[config.mk]
export PLATFORM = sky130hd
export DESIGN_NAME = bsc_top
export DESIGN_NICKNAME = d
export VERILOG_FILES = /design/src/bsc_pkg.sv /design/src/bsc_burst_gen.sv /design/src/bsc_sleep_ctl.sv /design/src/bsc_top.sv
export SDC_FILE = /design/constraint.sdc
export NUM_CORES = 1
export LEC_CHECK = 0
export BUFFER_PORTS_ARGS = -buffer_cell sky130_fd_sc_hd__buf_2
export CAP_MARGIN = 20
export CELL_PAD_IN_SITES_DETAIL_PLACEMENT = 0
export CELL_PAD_IN_SITES_GLOBAL_PLACEMENT = 1
export CORE_MARGIN = 2
export CORE_UTILIZATION = 35
export DETAILED_ROUTE_END_ITERATION = 6
export GPL_ROUTABILITY_DRIVEN = 0
export HOLD_SLACK_MARGIN = 0.03
export PLACE_DENSITY_LB_ADDON = 0.1
export SLEW_MARGIN = 5
export SYNTH_ARGS = -nofsm -noshare
export SYNTH_HDL_FRONTEND = slang
export SYNTH_SLANG_ARGS = --single-unit
[constraint.sdc]
create_clock -name i_sys_clk -period 3 [get_ports i_sys_clk]
set_input_delay 0.6 -clock i_sys_clk [delete_from_list [all_inputs] [get_ports i_sys_clk]]
set_output_delay 0.6 -clock i_sys_clk [all_outputs]
set_load 0.02 [all_outputs]
[src/bsc_pkg.sv]
package bsc_pkg;
  // core address width and byte lanes of the array behind this block
  localparam int         BSC_ADDR_W            = 20;
  localparam int         BSC_BYTES             = 4;
  localparam int         BSC_CLK_MHZ           = 125;
  // wake-up: cycles spent in the wake state, after the synchronized request falls, before normal operation resumes
  localparam int         BSC_SLEEP_EXIT_CYC    = 2;
  // recovery window after wake, least time rounded up to whole cycles
  localparam int         BSC_WAKE_RECOVERY_NS  = 20;
  localparam int         BSC_WAKE_RECOVERY_CYC =
    (BSC_WAKE_RECOVERY_NS * BSC_CLK_MHZ + 999) / 1000;

  localparam logic [3:0] BSC_OFF_CTRL          = 4'h0;
  localparam logic [3:0] BSC_OFF_STATUS        = 4'h4;
  localparam logic [3:0] BSC_OFF_ADDR          = 4'h8;
  localparam logic [3:0] BSC_OFF_EVENT         = 4'hC;
  localparam int         BSC_CTRL_BLOCK_BIT    = 0;
  localparam logic       BSC_CTRL_BLOCK_RST    = 1'h1;
  localparam int         BSC_EVT_REC_WR_BIT    = 0;
  localparam int         BSC_EVT_CUT_BIT       = 1;
  localparam int         BSC_EVT_W             = 2;

  typedef enum logic [1:0] {BSC_RW_DESEL, BSC_RW_READ, BSC_RW_WRITE} bsc_rw_t;
  typedef enum logic [1:0] {BSC_SL_ACTIVE, BSC_SL_SLEEP, BSC_SL_WAKE} bsc_sleep_t;

  typedef struct packed {
    logic                  read;
    logic                  write;
    logic [BSC_BYTES-1:0]  byte_en;
    logic [BSC_ADDR_W-1:0] addr;
  } bsc_core_req_t;

  typedef struct packed {
    logic [1:0] burst_cnt;
    logic       order;
    logic       pipelined;
    logic       recovering;
    logic       asleep;
    bsc_rw_t    rw;
  } bsc_status_t;

  localparam int BSC_STATUS_W = $bits(bsc_status_t);

  // low address bits of a beat: linear adds, interleaved xors
  function automatic logic [1:0] bsc_burst_low(input logic       order,
                                               input logic [1:0] base,
                                               input logic [1:0] cnt);
    return order ? (base ^ cnt) : (base + cnt); // RULE5
  endfunction : bsc_burst_low
endpackage : bsc_pkg

[src/bsc_burst_gen.sv]
`timescale 1ns/100ps
module bsc_burst_gen
  import bsc_pkg::*;
#(
  parameter int ADDR_W = BSC_ADDR_W  // address width, more than 2
) (
  input  wire logic              i_sys_clk, // system clock
  input  wire logic              i_reset,   // async reset, high
  input  wire logic              i_load,    // load start address
  input  wire logic              i_step,    // advance one beat
  input  wire logic              i_order,   // high: interleaved
  input  wire logic [ADDR_W-1:0] i_addr,    // external start address
  output logic      [ADDR_W-1:0] o_addr,    // address of this cycle
  output logic      [1:0]        o_count    // beats since load, mod 4
);
  logic [1:0] base_q;
  logic [1:0] cnt_q;
  logic [1:0] cnt_d;

  assign cnt_d   = cnt_q + 2'h1; // RULE15
  assign o_count = cnt_q;

  always_ff @(posedge i_sys_clk or posedge i_reset) begin
    if (i_reset) begin
      base_q <= 2'h0;
      cnt_q  <= 2'h0;
    end else if (i_load) begin
      base_q <= i_addr[1:0];
      cnt_q  <= 2'h0;
    end else if (i_step) begin
      cnt_q <= cnt_d; // RULE3
    end
  end

  always_ff @(posedge i_sys_clk or posedge i_reset) begin
    if (i_reset) begin
      o_addr <= '0;
    end else if (i_load) begin
      o_addr <= i_addr; // RULE2
    end else if (i_step) begin
      o_addr <= {o_addr[ADDR_W-1:2], bsc_burst_low(i_order, base_q, cnt_d)}; // RULE19
    end
  end
endmodule : bsc_burst_gen

[src/bsc_sleep_ctl.sv]
`timescale 1ns/100ps
module bsc_sleep_ctl
  import bsc_pkg::*;
(
  input  wire logic i_sys_clk,       // system clock
  input  wire logic i_reset,         // async reset, high
  input  wire logic i_sleep_request, // asynchronous, high: sleep
  output logic      o_asleep,        // high: inputs ignored
  output logic      o_recovering,    // high: recovery window
  output logic      o_sleep_start    // pulse: sleep taken next edge
);
  localparam int EXIT_W = $clog2(BSC_SLEEP_EXIT_CYC + 1);
  localparam int REC_W  = $clog2(BSC_WAKE_RECOVERY_CYC + 1);
  localparam logic [EXIT_W-1:0] EXIT_LAST = EXIT_W'(BSC_SLEEP_EXIT_CYC - 1);
  localparam logic [REC_W-1:0]  REC_LOAD  = REC_W'(BSC_WAKE_RECOVERY_CYC);

  logic              sync1_q;
  logic              sync2_q;
  bsc_sleep_t        state_q;
  logic [EXIT_W-1:0] exit_cnt_q;
  logic [REC_W-1:0]  rec_cnt_q;

  always_ff @(posedge i_sys_clk or posedge i_reset) begin
    if (i_reset) begin
      sync1_q <= 1'b0;
      sync2_q <= 1'b0;
    end else begin
      sync1_q <= i_sleep_request; // RULE7
      sync2_q <= sync1_q;
    end
  end

  always_ff @(posedge i_sys_clk or posedge i_reset) begin
    if (i_reset) begin
      state_q    <= BSC_SL_ACTIVE;
      exit_cnt_q <= '0;
    end else begin
      case (state_q)
        BSC_SL_ACTIVE: if (sync2_q) state_q <= BSC_SL_SLEEP; // RULE8
        BSC_SL_SLEEP: if (!sync2_q) begin
          state_q    <= BSC_SL_WAKE;
          exit_cnt_q <= '0;
        end
        BSC_SL_WAKE: if (sync2_q) begin
          state_q <= BSC_SL_SLEEP;
        end else if (exit_cnt_q == EXIT_LAST) begin
          state_q <= BSC_SL_ACTIVE; // RULE11
        end else begin
          exit_cnt_q <= exit_cnt_q + 1'b1;
        end
        default: state_q <= BSC_SL_ACTIVE;
      endcase
    end
  end

  always_ff @(posedge i_sys_clk or posedge i_reset) begin
    if (i_reset) rec_cnt_q <= '0;
    else if (state_q == BSC_SL_WAKE) rec_cnt_q <= REC_LOAD;
    else if (rec_cnt_q != '0) rec_cnt_q <= rec_cnt_q - 1'b1;
  end

  assign o_asleep      = state_q != BSC_SL_ACTIVE;
  assign o_recovering  = (state_q == BSC_SL_ACTIVE) && (rec_cnt_q != '0);
  assign o_sleep_start = (state_q == BSC_SL_ACTIVE) && sync2_q;
endmodule : bsc_sleep_ctl

[src/bsc_top.sv]
// Operation
// [RULE1] step high advances counter, uses counted address
// [RULE2] step low loads external start address
// [RULE3] counter wraps to loaded value after four
// [RULE4] order low: low bits count linearly mod four
// [RULE5] order high: low bits are start xor count
// [RULE6] register select low flow-through, high pipelined
// [RULE7] sleep request asynchronous, active high, default awake
// [RULE8] sleep entered two cycles after request, deselected; here three, two of them spent in the request synchronizer
// [RULE9] state kept intact while asleep
// [RULE10] asleep: inputs ignored, data drivers off
// [RULE11] resume two cycles after request falls; here five, two of them spent in the request synchronizer
// [RULE12] controller finishes accesses before requesting sleep
// [RULE13] controller issues no writes during recovery
// [RULE14] hold cycle changes no control state
// [RULE15] burst counter is two bits wide
// [RULE16] every burst-continue cycle increments the counter; here a continue after a deselect does not
// [RULE17] clock enable high ignores the edge
// [RULE18] active only with all three enables on load
// [RULE19] upper address bits stay as loaded
//
// Our own choices: register access over Wishbone and the placing of the registers.
`timescale 1ns/100ps
module bsc_top
  import bsc_pkg::*;
(
  input  wire logic                 i_sys_clk,               // 125 MHz clock
  input  wire logic                 i_reset,                 // async reset, high
  // wishbone slave
  input  wire logic                 i_wb_cyc,                // bus cycle
  input  wire logic                 i_wb_stb,                // strobe
  input  wire logic                 i_wb_we,                 // write
  input  wire logic [3:0]           i_wb_adr,                // byte address
  input  wire logic [31:0]          i_wb_dat,                // write data
  input  wire logic [3:0]           i_wb_sel,                // byte lanes
  output logic      [31:0]          o_wb_dat,                // read data
  output logic                      o_wb_ack,                // acknowledge
  // memory pins
  input  wire logic                 i_clk_enable_n,          // low: edge taken
  input  wire logic                 i_burst_step_or_load,    // high step, low load
  input  wire logic                 i_chip_select_first_n,   // enable, low
  input  wire logic                 i_chip_select_second,    // enable, high
  input  wire logic                 i_chip_select_third_n,   // enable, low
  input  wire logic                 i_write_n,               // low: write
  input  wire logic [BSC_BYTES-1:0] i_byte_write_n,          // byte writes, low
  input  wire logic [BSC_ADDR_W-1:0] i_addr,                 // external address
  input  wire logic                 i_burst_order_select,    // high interleaved
  input  wire logic                 i_output_register_select, // low flow-through
  input  wire logic                 i_sleep_request,         // async sleep, high
  // to array and drivers
  output bsc_core_req_t             o_core_req,              // access of cycle
  output logic                      o_dq_oe,                 // data drivers on
  output logic                      o_pipelined,             // pipelined mode
  output logic                      o_asleep                 // in sleep
);
  logic                  burst_step_or_load;
  logic                  sel_all;
  logic                  load;
  logic                  step;
  logic                  any_byte;
  logic                  wr_blk;
  logic                  rd_issue;
  logic                  wr_issue;
  logic                  asleep;
  logic                  recovering;
  logic                  sleep_start;
  logic [BSC_ADDR_W-1:0] burst_addr;
  logic [1:0]            burst_cnt;
  bsc_rw_t               rw_q;
  bsc_rw_t               rw_d;
  logic                  rd_q;
  logic                  wr_q;
  logic [BSC_BYTES-1:0]  be_q;
  logic [1:0]            rd_pipe_q;
  logic                  ctrl_block_q;
  logic [BSC_EVT_W-1:0]  evt_q;
  logic [BSC_EVT_W-1:0]  evt_set;
  logic [BSC_EVT_W-1:0]  evt_clr;
  logic                  ack_q;
  logic [31:0]           rd_dat_q;
  logic                  bus_req;
  logic                  bus_wr;
  bsc_status_t           status;

  // edge qualification
  // an ignored edge moves no burst address, read/write state or pipe; the strobes simply see no command
  assign burst_step_or_load      = !i_clk_enable_n && !asleep; // RULE17
  assign sel_all  = !i_chip_select_first_n
                    && i_chip_select_second
                    && !i_chip_select_third_n; // RULE18
  assign load     = burst_step_or_load && !i_burst_step_or_load; // RULE2
  // deselect-continue has no burst to advance
  assign step     = burst_step_or_load && i_burst_step_or_load
                    && (rw_q != BSC_RW_DESEL); // RULE16
  assign any_byte = ~&i_byte_write_n;
  assign wr_blk   = recovering && ctrl_block_q;

  always_comb begin
    rw_d = rw_q; // RULE14
    if (load) begin
      if (!sel_all) begin
        rw_d = BSC_RW_DESEL; // RULE18
      end else if (i_write_n) begin
        rw_d = BSC_RW_READ;
      end else if (wr_blk) begin
        rw_d = BSC_RW_DESEL;
      end else begin
        rw_d = BSC_RW_WRITE;
      end
    end
  end

  assign rd_issue = (load || step) && (rw_d == BSC_RW_READ); // RULE1
  // a write with no byte lane is an abort: counter moves, array untouched
  assign wr_issue = (load || step) && (rw_d == BSC_RW_WRITE)
                    && any_byte && !wr_blk;

  bsc_burst_gen #(
    .ADDR_W (BSC_ADDR_W)
  ) u_burst (
    .i_sys_clk (i_sys_clk),
    .i_reset   (i_reset),
    .i_load    (load && sel_all),
    .i_step    (step),
    .i_order   (i_burst_order_select),
    .i_addr    (i_addr),
    .o_addr    (burst_addr),
    .o_count   (burst_cnt)
  );

  bsc_sleep_ctl u_sleep (
    .i_sys_clk       (i_sys_clk),
    .i_reset         (i_reset),
    .i_sleep_request (i_sleep_request),
    .o_asleep        (asleep),
    .o_recovering    (recovering),
    .o_sleep_start   (sleep_start)
  );

  // read/write control state
  always_ff @(posedge i_sys_clk or posedge i_reset) begin
    if (i_reset) begin
      rw_q <= BSC_RW_DESEL;
    end else begin
      rw_q <= rw_d; // RULE14
    end
  end

  // one-cycle strobes toward the array, address comes from the counter
  always_ff @(posedge i_sys_clk or posedge i_reset) begin
    if (i_reset) begin
      rd_q <= 1'b0;
      wr_q <= 1'b0;
      be_q <= '0;
    end else begin
      rd_q <= rd_issue; // RULE1
      wr_q <= wr_issue;
      be_q <= wr_issue ? ~i_byte_write_n : '0;
    end
  end

  // data i/o pipe: frozen on hold and in sleep so a read resumes intact
  always_ff @(posedge i_sys_clk or posedge i_reset) begin
    if (i_reset) begin
      rd_pipe_q <= 2'h0;
    end else if (burst_step_or_load) begin
      rd_pipe_q <= {rd_pipe_q[0], rd_issue}; // RULE9
    end
  end

  assign o_dq_oe     = !asleep
                       && (i_output_register_select ? rd_pipe_q[1]
                                                    : rd_pipe_q[0]); // RULE10
  assign o_pipelined = i_output_register_select; // RULE6
  assign o_asleep    = asleep;

  always_comb begin
    o_core_req         = '0;
    o_core_req.read    = rd_q;
    o_core_req.write   = wr_q;
    o_core_req.byte_en = be_q;
    o_core_req.addr    = burst_addr;
  end

  // protocol watch: the controller's own duties, flagged here; recovery writes are also dropped while ctrl_block_q is set
  always_comb begin
    evt_set = '0;
    evt_set[BSC_EVT_REC_WR_BIT] = load && sel_all
                                  && !i_write_n && recovering; // RULE13
    evt_set[BSC_EVT_CUT_BIT]    = sleep_start
                                  && ((rw_q != BSC_RW_DESEL)
                                      || (rd_pipe_q != 2'h0)); // RULE12
  end

  // wishbone slave, one wait state on every access
  assign bus_req = i_wb_cyc && i_wb_stb && !ack_q;
  // writes land on the edge the master samples ack, while it still holds the request
  assign bus_wr  = i_wb_cyc && i_wb_stb && i_wb_we && ack_q;

  always_comb begin
    evt_clr = '0;
    if (bus_wr && (i_wb_adr == BSC_OFF_EVENT) && i_wb_sel[0]) begin
      evt_clr = i_wb_dat[BSC_EVT_W-1:0];
    end
  end

  // set beats clear so an event in the clearing cycle survives
  always_ff @(posedge i_sys_clk or posedge i_reset) begin
    if (i_reset) begin
      evt_q <= '0;
    end else begin
      evt_q <= (evt_q & ~evt_clr) | evt_set;
    end
  end

  always_ff @(posedge i_sys_clk or posedge i_reset) begin
    if (i_reset) begin
      ack_q <= 1'b0;
    end else begin
      ack_q <= bus_req;
    end
  end

  always_ff @(posedge i_sys_clk or posedge i_reset) begin
    if (i_reset) begin
      ctrl_block_q <= BSC_CTRL_BLOCK_RST;
    end else if (bus_wr && (i_wb_adr == BSC_OFF_CTRL) && i_wb_sel[0]) begin
      ctrl_block_q <= i_wb_dat[BSC_CTRL_BLOCK_BIT];
    end
  end

  always_comb begin
    status            = '0;
    status.burst_cnt  = burst_cnt;
    status.order      = i_burst_order_select;
    status.pipelined  = i_output_register_select;
    status.recovering = recovering;
    status.asleep     = asleep;
    status.rw         = rw_q;
  end

  // reads have no side effects; unmapped words read zero
  always_ff @(posedge i_sys_clk or posedge i_reset) begin
    if (i_reset) begin
      rd_dat_q <= 32'h0;
    end else if (bus_req) begin
      if (i_wb_adr == BSC_OFF_CTRL) begin
        rd_dat_q <= {31'h0, ctrl_block_q};
      end else if (i_wb_adr == BSC_OFF_STATUS) begin
        rd_dat_q <= {{(32 - BSC_STATUS_W){1'b0}}, status};
      end else if (i_wb_adr == BSC_OFF_ADDR) begin
        rd_dat_q <= {{(32 - BSC_ADDR_W){1'b0}}, burst_addr};
      end else if (i_wb_adr == BSC_OFF_EVENT) begin
        rd_dat_q <= {{(32 - BSC_EVT_W){1'b0}}, evt_q};
      end else begin
        rd_dat_q <= 32'h0;
      end
    end
  end

  assign o_wb_ack = ack_q;
  assign o_wb_dat = rd_dat_q;
endmodule : bsc_top

### After elaboration in Yosys (flattened, before gate mapping)

Index checks and enable logic that the tools add are counted.

* flip-flop bits (word level): 78
* input bits: 78
* word-level logic and storage cells: 116
* output and inout port bits: 62

* add/subtract/negate cells: 4
* multiplexer cells: 27
* equal/unequal tests: 13
* reduce and logical (&&, ||, !) cells: 49
* bitwise operators: 5

Operator list (count)
* $mux 20: 4
* $mux 2: 19
* $logic_and 1x1->1: 26
* $reduce_bool 2->1: 7
* $logic_not 1->1: 9
* $eq 4x4->1 const B: 2
* $reduce_and 4->1: 2
* $eq 2x1->1 const B: 3
* $ne 2x2->1 const B: 3
* $pmux 2 s3: 1
* $add 2x1->2 const B: 2
* $eq 2x2->1 const B: 2
* $eq 4x3->1 const B: 1
* $logic_not 4->1: 1
* $mux 4: 1
* $not 4->4: 1
* $pmux 2 s2: 1
* $ne 3x1->1 const B: 1
* $reduce_and 3->1: 1
* $add 2x2->2: 1
* $and 2x2->2: 1
* $logic_not 2->1: 1
* $logic_or 1x1->1: 2
* $ne 2x1->1 const B: 1
* other kinds (5): 5

### Longest topological paths before layout

Gate-level depths: netlist (run 1).

* word-level depth: 12
* depth in mapped cells: 5
* depth with buffers taken out: 5

### Modules after synthesis

From an unflattened synthesis (run 1), not the netlist that was laid out.

* cells, all modules: 253
* area, all modules: 2981.6 sq um

By module, submodules not included
* bsc_top: area each 1634.1 sq um, cells an instance 151, times used 1, sequential area each 852.1 sq um
* bsc_burst_gen: area each 964.7 sq um, cells an instance 66, times used 1, sequential area each 600.6 sq um
* bsc_sleep_ctl: area each 382.9 sq um, cells an instance 36, times used 1, sequential area each 200.2 sq um

### Worst setup path after synthesis (run 1)

Ideal clock, no wire load.

* kind: register to output
* from: register u_sleep.state_q[1]
* to: output port o_dq_oe
* slack: 1.092 ns
* arrival: 1.308 ns
* cell stages (with the launch flop): 5
* data required time: 2.400 ns
* path buffers: 2
* cell sequence: dfrtp_1 buf_6 or2_1 clkbuf_1 nor2_1

* cells in the longest elaborated chain, start to end: 3

RTL lines
* from (decl): RTL line bsc_sleep_ctl.sv:19 `bsc_sleep_t state_q;`
* from (signal assigned): RTL line bsc_sleep_ctl.sv:35 `state_q <= BSC_SL_ACTIVE;`
* from (signal assigned): RTL line bsc_sleep_ctl.sv:39 `BSC_SL_ACTIVE: if (sync2_q) state_q <= BSC_SL_SLEEP;`
* from (signal assigned): RTL line bsc_sleep_ctl.sv:41 `state_q <= BSC_SL_WAKE;`
* $reduce_bool 2->1: RTL line bsc_sleep_ctl.sv:62 `assign o_asleep = state_q != BSC_SL_ACTIVE;`
* named net o_asleep: RTL line bsc_top.sv:54 `output logic o_asleep`
* $logic_not 1->1: RTL line bsc_top.sv:171 `assign o_dq_oe = !asleep`
* $logic_and 1x1->1: RTL line bsc_top.sv:172 `&& (i_output_register_select ? rd_pipe_q[1]`
* to (decl): RTL line bsc_top.sv:52 `output logic o_dq_oe,`

The timed path passes the listed nets, and every way through them passes these cells.

### Worst setup path after layout (run 1)

* from: register u_sleep.state_q[1]
* to: output port o_dq_oe

* cells in the longest elaborated chain, start to end: 3

RTL lines (RTL line)
* $reduce_bool 2->1: bsc_sleep_ctl.sv:62
* $logic_not 1->1: bsc_top.sv:171
* $logic_and 1x1->1: bsc_top.sv:172

No other way between the ends.

==> summary.txt, run 1 <==
Outcome
  • Status: completed

Drt
  • Final ANT Viol Nets: 0
  • Max Used Layer: met4
  • DRC: 0
  • Via count: 2221
  • Final wirelength: 6930 um
  • Vias per inst: about 4.9
  • Initial detailed-routing violation count: 48
  • Routed wl met2: between 2000 and 3000 um
  • Mean routed wirelength per cell: 15.2 um
  • Wire length on met1: around 3300 um
  • Wire length on met3: between 400 and 500 um
  • DR pass1 iterations: 4

Clock network
  • Clock Root Buffer: clkbuf_8
  • CTS tree: yes
  • Clock Sinks: 66
  • Clock Path Buffers: 2
  • Htree depth: 3
  • Total CTS buffers: 9
  • Number of post-CTS setup repair buffers: 0
  • Post-cts gate resize count: 0
  • Worst-path clk slew: about 0.07 ns
  • Post-CTS Hold Buffers: 0
  • Skew-Pair Late Insertion Delay: 0.34 ns

STA
  • Setup TNS: 0 ns
  • Final setup fails: 0
  • RSZ-0062 raised after global routing: false
  • Final Slew Violations: 0
  • Slew @ Worst Pin: around 0.65 ns
  • Final Critical Period: between 2 and 2.5 ns
  • Fmax: 0.460 GHz
  • Clock Skews: 0.0110 ns
  • Final period util: ~72%
  • Final hold violations: 0
  • Slew HR: 56.1%

Floorplan
  • FP Rows: 34
  • Initial core utilization: between 30% and 40%
  • Boundary Pins: between 100 and 150
  • Die width: about 100 um
  • Die ar.: between 0.009 and 0.01 sq mm
  • Die Ht: slightly below 100 um
  • Core Box Area: roughly 0.0086 sq mm

Yosys
  • Main combinational cell family by area after synthesis: compound AO/OA/AOI/OAI gates
  • Ys async rst share: 100%
  • Post-synthesis mux area share: a little over a tenth
  • Top post-synthesis cells by area: dfrtp_1 53%, mux2_4 3.9%, buf_4 3.7%, mux2_2 3.7%, a22o_1 3.4%
  • EDFF count, synth: 0
  • Yosys warns: 0
  • Syn Std Cell Area: around 0.003 sq mm
  • Post-synth top area share: a little over half
  • Cell variety after synth: 57
  • Adder-cell share of the synthesized area: under 10%
  • Largest area contributor in the netlist: dfrtp_1
  • Flops & latches, synth: 66
  • Avg Synthesized Cell Area: roughly 12 sq um
  • Compound-cell area share of the yosys netlist: between 10% and 20%
  • Post-Synth Simple-Gate Area: ~12%
  • Synth Area in XOR/XNOR: under 10%
  • Cells after synthesis: approximately 250
  • Seq/Total Area, Yosys: between 50% and 60%
  • Main synth FF type: dfrtp_1

Worst setup path
  • Worst path required time: 2.40 ns
  • Worst Setup Path Type: reg -> out
  • Startpoint types: flip-flop
  • CP Max Fanout: 12
  • Worst r2r path cells: 3
  • Crit path largest cell delay: between 0.5 and 0.6 ns
  • CP arrival: ~1.6 ns
  • CP cell instances: or2_1, nor2_1, buf_2
  • Worst setup EP type: output pin
  • Worst path slowest cell: dfrtp_1

Layout
  • Fin nets: between 400 and 500
  • Multi-input combinational cell area: between 0.001 and 0.0015 sq mm
  • Filler cell count: 850
  • Share of layout cells above drive strength 1: 41.1%
  • Area delta synth->final: 23.2%
  • Fin util: about 44%
  • Antenna cells: 0
  • Seq. cell area: 0.00165 sq mm

Global routing
  • First-pass GRT wire length: about 12000 um
  • Pin count of the biggest net entering global routing: 67
  • Congestion Overflow GR: 0
  • GRT Overall Usage: around 15%
  • Vias in the first global route: between 2000 and 2500
  • Initial antenna violation count: 0

Flow run
  • Max cap viols: 0

Power and ir drop
  • P_leak: about 2.0 nW
  • Max VDD drop: around 0.3 mV
  • Power per cell area: a little under 700 mW/mm^2

Hold path
  • Hold Crit Class: in -> async

Placed design
  • # port buffers: 94
  • HPWL after detailed placement: roughly 4900 um
==> state kept, by name, indices dropped and copies added, names as in the netlist <==
register and cells:
be_q 4, ctrl_block_q 1, evt_q 2, o_wb_ack 1
o_wb_dat 20, rd_pipe_q 2, rd_q 1, rw_q 2
u_burst.base_q 2, u_burst.o_addr 20, u_burst.o_count 2, u_sleep.exit_cnt_q 2
u_sleep.rec_cnt_q 2, u_sleep.state_q 2, u_sleep.sync1_q 1, u_sleep.sync2_q 1
wr_q 1
==> area by class of cell <==
| cell class | count | area share [%] |
|---|---|---|
| clock buffers | 12 | 3.83 |
| clock inverters | 4 | 2.01 |
| inverters | 12 | 1.19 |
| multi-input cells | 157 | 32.4 |
| flip-flops and latches | 66 | 43.6 |
| well taps | 108 | 3.57 |
| repair buffers | 97 | 13.3 |
==> power by group <==
part	total [mW]	internal (mW)	switching [mW]
Combinational	0.601	0.270	0.331
Clock	0.840	0.493	0.347
Sequential	1.13	1.02	0.110
Total	2.57	1.78	0.788
==> synth_stat cells, types with 6 or more instances <==
cell type,number
mux2_4,8
a22o_1,12
inv_1,12
nand2_1,19
a21oi_1,6
o21ai_0,13
mux2_2,10
dfrtp_1,65
buf_4,15
a22oi_1,7
clkbuf_1,6
==> routing by layer <==
layer	GRT usage (%)	vias to the layer above
li1	-	1073
met1	22.0	1067
met2	22.1	73
met3	4.08	8
met4	6.41	0
met5	0	-
==> cells by family after synthesis <==
family          after synthesis
flops                        66
fa+ha+maj                     3
compound gates               57
buf+inv                      39
xor+xnor                      3
other cells                   1
mux                          25
simple gates                 57
==> layout by cell type (no fill, tap or decap), types with 2 or more instances in the layout <==
| cell | count |
|---|---|
| nand3b_1 | 3 |
| o2bb2ai_1 | 2 |
| nor4_1 | 2 |
| clkbuf_1 | 2 |
| nand4_1 | 3 |
| or3_1 | 2 |
| a211oi_1 | 4 |
| dfrtp_1 | 65 |
| nor3_1 | 3 |
| o21ai_0 | 13 |
| nor4b_1 | 2 |
| mux2_2 | 10 |
| or4_1 | 2 |
| nand2_1 | 19 |
| o31ai_1 | 3 |
| bufinv_16 | 2 |
| conb_1 | 12 |
| mux2i_1 | 2 |
| a21oi_1 | 6 |
| a22oi_1 | 7 |
| o41ai_1 | 2 |
| or3b_2 | 2 |
| mux2_1 | 4 |
| buf_2 | 94 |
| mux2_4 | 8 |
| inv_1 | 11 |
| a22o_1 | 12 |
| nand2b_1 | 2 |
| buf_4 | 2 |
| ha_1 | 3 |
| clkbuf_8 | 10 |
| nor2_1 | 4 |
==> worst max-delay path, delay by kind of cell (launching register included) <==
| kind | cells | cell delay (ns) |
|---|---|---|
| DFF | 1 | 0.53 |
| and+or+nand+nor | 2 | 0.54 |
| buffers and inverters | 1 | 0.17 |
==> path summary, 6_finish.rpt <==
| kind | start | end | slack, ns |
|---|---|---|---|
| min | i_reset | o_wb_dat[19] | 0.32 |
| min in group i_sys_clk | u_sleep.sync1_q | u_sleep.sync2_q | 0.35 |
| min reg2reg | u_sleep.sync1_q | u_sleep.sync2_q | 0.35 |
| max in group asynchronous | i_reset | ctrl_block_q | 2.37 |
| max | u_sleep.state_q[1] | o_dq_oe | 0.83 |
| max reg2reg | u_sleep.state_q[1] | u_burst.o_addr[4] | 0.96 |
==> per-stage QoR <==
step | worst slack [ns] | area [sq um] | hold WS [ns] | std cells | total power [mW]
final | 0.826 | 3790 | 0.321 | 456 | 2.57
after global routing | 0.739 | 3790 | 0.344 | 456 | 2.74
after CTS | 0.804 | 3790 | 0.332 | 456 | 2.61
after detailed placement | 0.806 | 3570 | 0.335 | 440 | 1.76
after global placement | 0.808 | 3570 | 0.332 | 440 | 1.75
after floorplan | 0.747 | 3120 | 0.331 | 262 | 1.57
Power figures use the tool's default switching activity.
==> inputs of run 2 (changes only) <==
--- a/config.mk
+++ b/config.mk
@@ -10,7 +10,7 @@
 export CELL_PAD_IN_SITES_DETAIL_PLACEMENT = 0
 export CELL_PAD_IN_SITES_GLOBAL_PLACEMENT = 1
 export CORE_MARGIN = 2
-export CORE_UTILIZATION = 35
+export CORE_UTILIZATION = 32
 export DETAILED_ROUTE_END_ITERATION = 6
 export GPL_ROUTABILITY_DRIVEN = 0
 export HOLD_SLACK_MARGIN = 0.03
==> constraint.sdc (replaced) <==
create_clock -name i_sys_clk -period 1.82 [get_ports i_sys_clk]
set_input_delay 0.364 -clock i_sys_clk [delete_from_list [all_inputs] [get_ports i_sys_clk]]
set_output_delay 0.364 -clock i_sys_clk [all_outputs]
set_load 0.02 [all_outputs]
==> summary.txt, run 2 (same netlist as run 1, synthesis figures left out) <==
Power and ir drop
  • P_leak: 2.03 nW (+3.6%)
  • Max VDD drop: 0.593 mV (+99%)
  • Power per cell area: 1070 mW/mm^2 (+57%)

STA
  • Worst Setup Slack, final: 0.0698 ns (-0.756 ns)
  • Clock Skews: 0.00767 ns (-0.00332 ns)
  • Final setup fails: 0 (unchanged)
  • Final period util: 96.2%
  • RSZ-0062 raised after global routing: false
  • Slew HR: 53.1% (-3.1 points)
  • Setup TNS: 0 ns (unchanged)
  • Final Slew Violations: 0 (unchanged)
  • Fmax: 0.571 GHz
  • Final Critical Period: between 1.5 and 2 ns
  • Slew @ Worst Pin: 0.697 ns (+0.0455 ns)
  • Final hold violations: 0 (unchanged)

Floorplan
  • Initial core utilization: 33.1% (-2.5 points)
  • Die width: 102 um (+4.4%)
  • Boundary Pins: 140 (unchanged)
  • Die ar.: 0.0104 sq mm (+9.0%)
  • FP Rows: 35 (+2.9%)
  • Core Box Area: 0.00928 sq mm (+7.5%)
  • Die Ht: 102 um (+4.4%)

Clock network
  • Skew-Pair Late Insertion Delay: 0.33 ns (about the same)
  • Clock Root Buffer: clkbuf_8
  • Worst-path clk slew: 0.07 ns (about the same)
  • Htree depth: 3 (unchanged)
  • Clock Path Buffers: 2 (unchanged)
  • Total CTS buffers: 9 (unchanged)
  • CTS tree: yes
  • Clock Sinks: 66 (unchanged)

Worst setup path
  • Worst setup EP type: output pin
  • Worst path slowest cell: dfrtp_1
  • Crit path largest cell delay: 0.40 ns (-0.13 ns)
  • CP arrival: 1.39 ns (-0.18 ns)
  • Startpoint types: flip-flop
  • Worst Setup Path Type: reg -> out
  • Worst path required time: 1.46 ns (-0.94 ns)
  • CP cell instances: buf_4, or2_4, nor2_1, buf_4
  • CP Max Fanout: 5 (-7)
  • Most frequent CP cell: buf_4

Outcome
  • Status: completed

Global routing
  • GRT Overall Usage: 14.9% (-0.40 points)
  • Initial antenna violation count: 0 (unchanged)
  • First-pass GRT wire length: 11700 um (+1.1%)
  • Pin count of the biggest net entering global routing: 67 (unchanged)
  • Congestion Overflow GR: 0 (unchanged)
  • Vias in the first global route: 2198 (-2.7%)

Layout
  • Area delta synth->final: 27.7%
  • Share of layout cells above drive strength 1: 44.2% (+3.1 points)
  • Antenna cells: 0 (unchanged)
  • Seq. cell area: 0.00165 sq mm (unchanged)
  • Multi-input combinational cell area: 0.00123 sq mm (+0.20%)
  • Most frequent cells in the layout: 93 x buf_2, 65 x dfrtp_1, 19 x nand2_1, 15 x buf_4, 13 x o21ai_0
  • Fin nets: 438 (+3.3%)
  • Filler cell count: 939 (+10%)
  • Commonest non-fill, non-tap cell in the layout: buf_2

Flow run
  • Max cap viols: 0 (unchanged)

Drt
  • DRC: 0 (unchanged)
  • Mean routed wirelength per cell: 15.1 um (-0.83%)
  • Vias per inst: 4.62 (-5.2%)
  • Initial detailed-routing violation count: 69 (+44%)
  • Final wirelength: 7400 um (+6.8%)
  • DR pass1 iterations: 4 (unchanged)
  • Final ANT Viol Nets: 0 (unchanged)
  • Via count: 2266 (+2.0%)

Placed design
  • Dpl ws: 0.0203 ns (-0.786 ns)
  • HPWL after detailed placement: 5360 um (+10%)
  • # port buffers: 94 (unchanged)

Hold path
  • Hold Crit Class: in -> async
-- run 2: changes by cell type in the layout (fill, tap and decap cells not counted) --
cell,previous run,this run
or2_1,1,0
clkinv_2,0,3
buf_2,94,93
bufinv_16,2,1
or2_4,0,1
clkbuf_8,10,11
clkinv_4,1,0
clkinvlp_4,1,2
buf_12,1,2
buf_4,2,15
buf_6,0,1
inv_2,1,0
clkbuf_1,2,0
-- run 2: layer usage --
metal  vias to the layer above  global-route usage (%)  wire (um)
met5                         -                       0          0
met4                         0                    4.31         82
met3                         5                    4.99        473
met2                        74                    22.9       3380
met1                      1097                    20.3       3460
li1                       1090                       -          -
-- run 2: metrics by stage --
| step | utilization [%] | cells | cell area, sq um | total power [mW] | hold WS (ns) |
|---|---|---|---|---|---|
| finish | 42.3 | 491 | 3930 | 4.19 | 0.115 |
| detailed placement | 39.8 | 472 | 3690 | 2.94 | 0.336 |
| CTS | 42.1 | 489 | 3910 | 4.25 | 0.115 |
| global placement | 39.8 | 472 | 3690 | 2.92 | 0.334 |
| global route | 42.3 | 491 | 3930 | 4.45 | 0.123 |
| floorplan | - | 262 | 3120 | 2.59 | 0.331 |
-- run 2: final timing paths --
check                                   start                 end  depth (start not counted)  slack (ns)
min                                   i_reset   u_burst.o_addr[4]                          3        0.11
min in group i_sys_clk        i_sleep_request     u_sleep.sync1_q                          1        0.14
max                        u_sleep.state_q[1]             o_dq_oe                          4        0.07
min reg2reg                   u_sleep.sync1_q     u_sleep.sync2_q                          0        0.35
max in group asynchronous             i_reset        ctrl_block_q                          3        1.39
max reg2reg                u_sleep.state_q[1]  u_burst.o_addr[19]                          3        0.11
-- run 2: worst max-delay path: cells and delay by family (launching register included) --
family / cells / cell delay, ns
buf+inv: 2 / 0.30
flops: 1 / 0.40
simple gates: 2 / 0.35
-- run 2: power breakdown --
part / internal [mW] / leakage (nW) / switching [mW]
Sequential: 1.68 / 0.868 / 0.174
Combinational: 0.486 / 1.06 / 0.571
Clock: 0.701 / 0.105 / 0.572
-- run 2: cell type report --
class | count | area share (%)
clock buffer | 11 | 3.85
clock inverter | 5 | 1.34
inverter | 12 | 1.24
multi-input combinational | 157 | 31.3
sequential | 66 | 42.1
tap | 129 | 4.11
timing repair buffer | 111 | 16.0
-- run 2: what timing repair did --
item	4_1_cts	5_1_grt
buffers inserted	1	2
endpoints found under the setup margin	2	1
pin swaps	1	0
resized for setup	2	1
hold buffers	0	0
==> inputs of run 3 (changes only) <==
==> constraint.sdc (replaced) <==
create_clock -name i_sys_clk -period 1.82 [get_ports i_sys_clk]
set_input_delay 0.182 -clock i_sys_clk [delete_from_list [all_inputs] [get_ports i_sys_clk]]
set_output_delay 0.182 -clock i_sys_clk [all_outputs]
set_load 0.02 [all_outputs]
==> summary.txt, run 3 (same netlist as run 1, synthesis figures left out) <==
Outcome
  • Status: completed

STA
  • Final period util: 94.3% (-1.9 points)
  • Fmax: 0.583 GHz (+2.0%)
  • Setup TNS: 0 ns (unchanged)
  • Worst Setup Slack, final: 0.104 ns (+0.0342 ns)
  • Clock Skews: 0.00814 ns (+0.000473 ns)
  • Slew HR: 54.8% (+1.7 points)
  • Slew @ Worst Pin: 0.671 ns (-0.0254 ns)
  • Final setup fails: 0 (unchanged)
  • Final Slew Violations: 0 (unchanged)
  • Final Critical Period: 1.72 ns (-0.0342 ns)
  • Final hold violations: 0 (unchanged)
  • RSZ-0062 raised after global routing: false

Worst setup path
  • Worst Setup Path Type: reg -> reg
  • Startpoint types: flip-flop
  • Worst path slowest cell: dfrtp_1
  • Worst setup EP type: flip-flop
  • CP cell instances: buf_4, or3_4, buf_4, or2_2, o211ai_1
  • Most frequent CP cell: buf_4
  • CP Max Fanout: 7 (+2)
  • CP arrival: 1.96 ns (+0.57 ns)
  • Crit path largest cell delay: 0.43 ns (+0.03 ns)
  • Worst path required time: 2.07 ns (+0.61 ns)

Floorplan
  • Boundary Pins: 140 (unchanged)
  • FP Rows: 35 (unchanged)
  • Die width: 102 um (unchanged)
  • Initial core utilization: 33.1% (unchanged)
  • Die Ht: 102 um (unchanged)
  • Core Box Area: 0.00928 sq mm (unchanged)
  • Die ar.: 0.0104 sq mm (unchanged)

Layout
  • Antenna cells: 0 (unchanged)
  • Fin util: 42.0% (-0.35 points)
  • Area delta synth->final: 26.6%
  • Fin nets: 441 (+0.68%)
  • Fin cells: 494 (+0.61%)
  • Share of layout cells above drive strength 1: 41.9% (-2.3 points)
  • Commonest non-fill, non-tap cell in the layout: buf_2
  • Most frequent cells in the layout: 94 x buf_2, 65 x dfrtp_1, 19 x nand2_1, 14 x buf_4, 13 x o21ai_0

Clock network
  • CTS tree: yes
  • Clock Root Buffer: clkbuf_8
  • Skew-Pair Late Insertion Delay: 0.33 ns (about the same)
  • Clock Path Buffers: 2 (unchanged)
  • Total CTS buffers: 9 (unchanged)
  • Number of post-CTS setup repair buffers: 0 (-1)
  • Htree depth: 3 (unchanged)
  • Clock Sinks: 66 (unchanged)
  • Worst-path clk slew: 0.07 ns (about the same)

Global routing
  • Initial antenna violation count: 0 (unchanged)
  • Congestion Overflow GR: 0 (unchanged)
  • Pin count of the biggest net entering global routing: 36 (-46%)
  • First-pass GRT wire length: 11900 um (+1.7%)
  • GRT Overall Usage: 15.0% (+0.046 points)
  • Vias in the first global route: 2263 (+3.0%)

Drt
  • Initial detailed-routing violation count: 83 (+20%)
  • DRC: 0 (unchanged)
  • Vias per inst: 4.71 (+2.1%)
  • Final wirelength: 7440 um (+0.47%)
  • Via count: 2327 (+2.7%)
  • Final ANT Viol Nets: 0 (unchanged)
  • DR pass1 iterations: 4 (unchanged)
  • Mean routed wirelength per cell: 15.1 um (-0.14%)

Power and ir drop
  • Power per cell area: 1020 mW/mm^2 (-4.3%)
  • Max VDD drop: 0.480 mV (-19%)
  • P_leak: 2.01 nW (-1.1%)

Hold path
  • Hold Crit Class: in -> reg

Flow run
  • Max cap viols: 0 (unchanged)

Placed design
  • Dpl ws: 0.0514 ns (+0.0310 ns)
  • HPWL after detailed placement: 5480 um (+2.2%)
  • # port buffers: 94 (unchanged)
  • Placed Cells: 472 (unchanged)
[run 3: changes by cell type in the layout (fill, tap and decap cells not counted), sizes merged]
cell,before,now
dlygate4sd3,0,6
buf,111,108
clkinvlp,2,1
clkinv,3,1
clkbuf,11,15
bufinv,1,0
[run 3: cell type report]
cell class                      instances  area [sq um]
Fill cell                             965          5390
Sequential cell                        66          1650
Multi-Input combinational cell        157          1230
Timing Repair Buffer                  114           636
Tap cell                              129           161
Clock buffer                           15           156
Inverter                               12          48.8
Clock inverter                          1          5.00
[run 3: metal layers]
metal  global-route usage [%]  vias up  part of all wire [%]
li1                         -     1098                     -
met5                        0        -                     0
met3                     4.31        4                   7.0
met2                     23.0       90                    46
met1                     20.6     1135                    46
met4                     4.62        0                  0.71
[run 3: critical path: cells and delay by family, from the launching register on]
kind | cells | cell delay, ns
compound gates | 1 | 0.16
buf+inv | 2 | 0.34
simple gates | 2 | 0.70
flops | 1 | 0.43
[run 3: timing repair]
action | CTS | global route
endpoints found under the hold margin | 70 | 0
hold buffers | 6 | 0
gates resized for setup | 0 | 2
setup endpoints to repair | 0 | 2
[run 3: worst paths after layout]
| path | start | endpoint | slack (ns) | depth (start not counted) |
|---|---|---|---|---|
| min in group asynchronous | i_reset | o_wb_dat[2] | 0.51 | 4 |
| max in group asynchronous | i_reset | ctrl_block_q | 0.98 | 4 |
| setup reg to reg | u_sleep.state_q[1] | u_burst.o_addr[1] | 0.10 | 5 |
| hold / removal | i_addr[19] | u_burst.o_addr[19] | 0.07 | 2 |
| setup / recovery | u_sleep.state_q[1] | u_burst.o_addr[1] | 0.10 | 5 |
| hold reg to reg | u_sleep.sync1_q | u_sleep.sync2_q | 0.35 | 0 |
[run 3: through the flow]
stage / cell area [sq um] / hold slack, ns / power, mW
global placement: 3670 / 0.297 / 2.93
detailed placement: 3670 / 0.293 / 2.95
floorplan: 3120 / 0.213 / 2.59
finish: 3890 / 0.0654 / 3.98
CTS: 3890 / 0.0435 / 4.04
global route: 3890 / 0.0494 / 4.23
[run 3: power by group]
| group | internal (mW) | switching [mW] |
|---|---|---|
| clock | 0.534 | 0.523 |
| combinational | 0.485 | 0.573 |
| sequential | 1.68 | 0.176 |
| total | 2.70 | 1.27 |
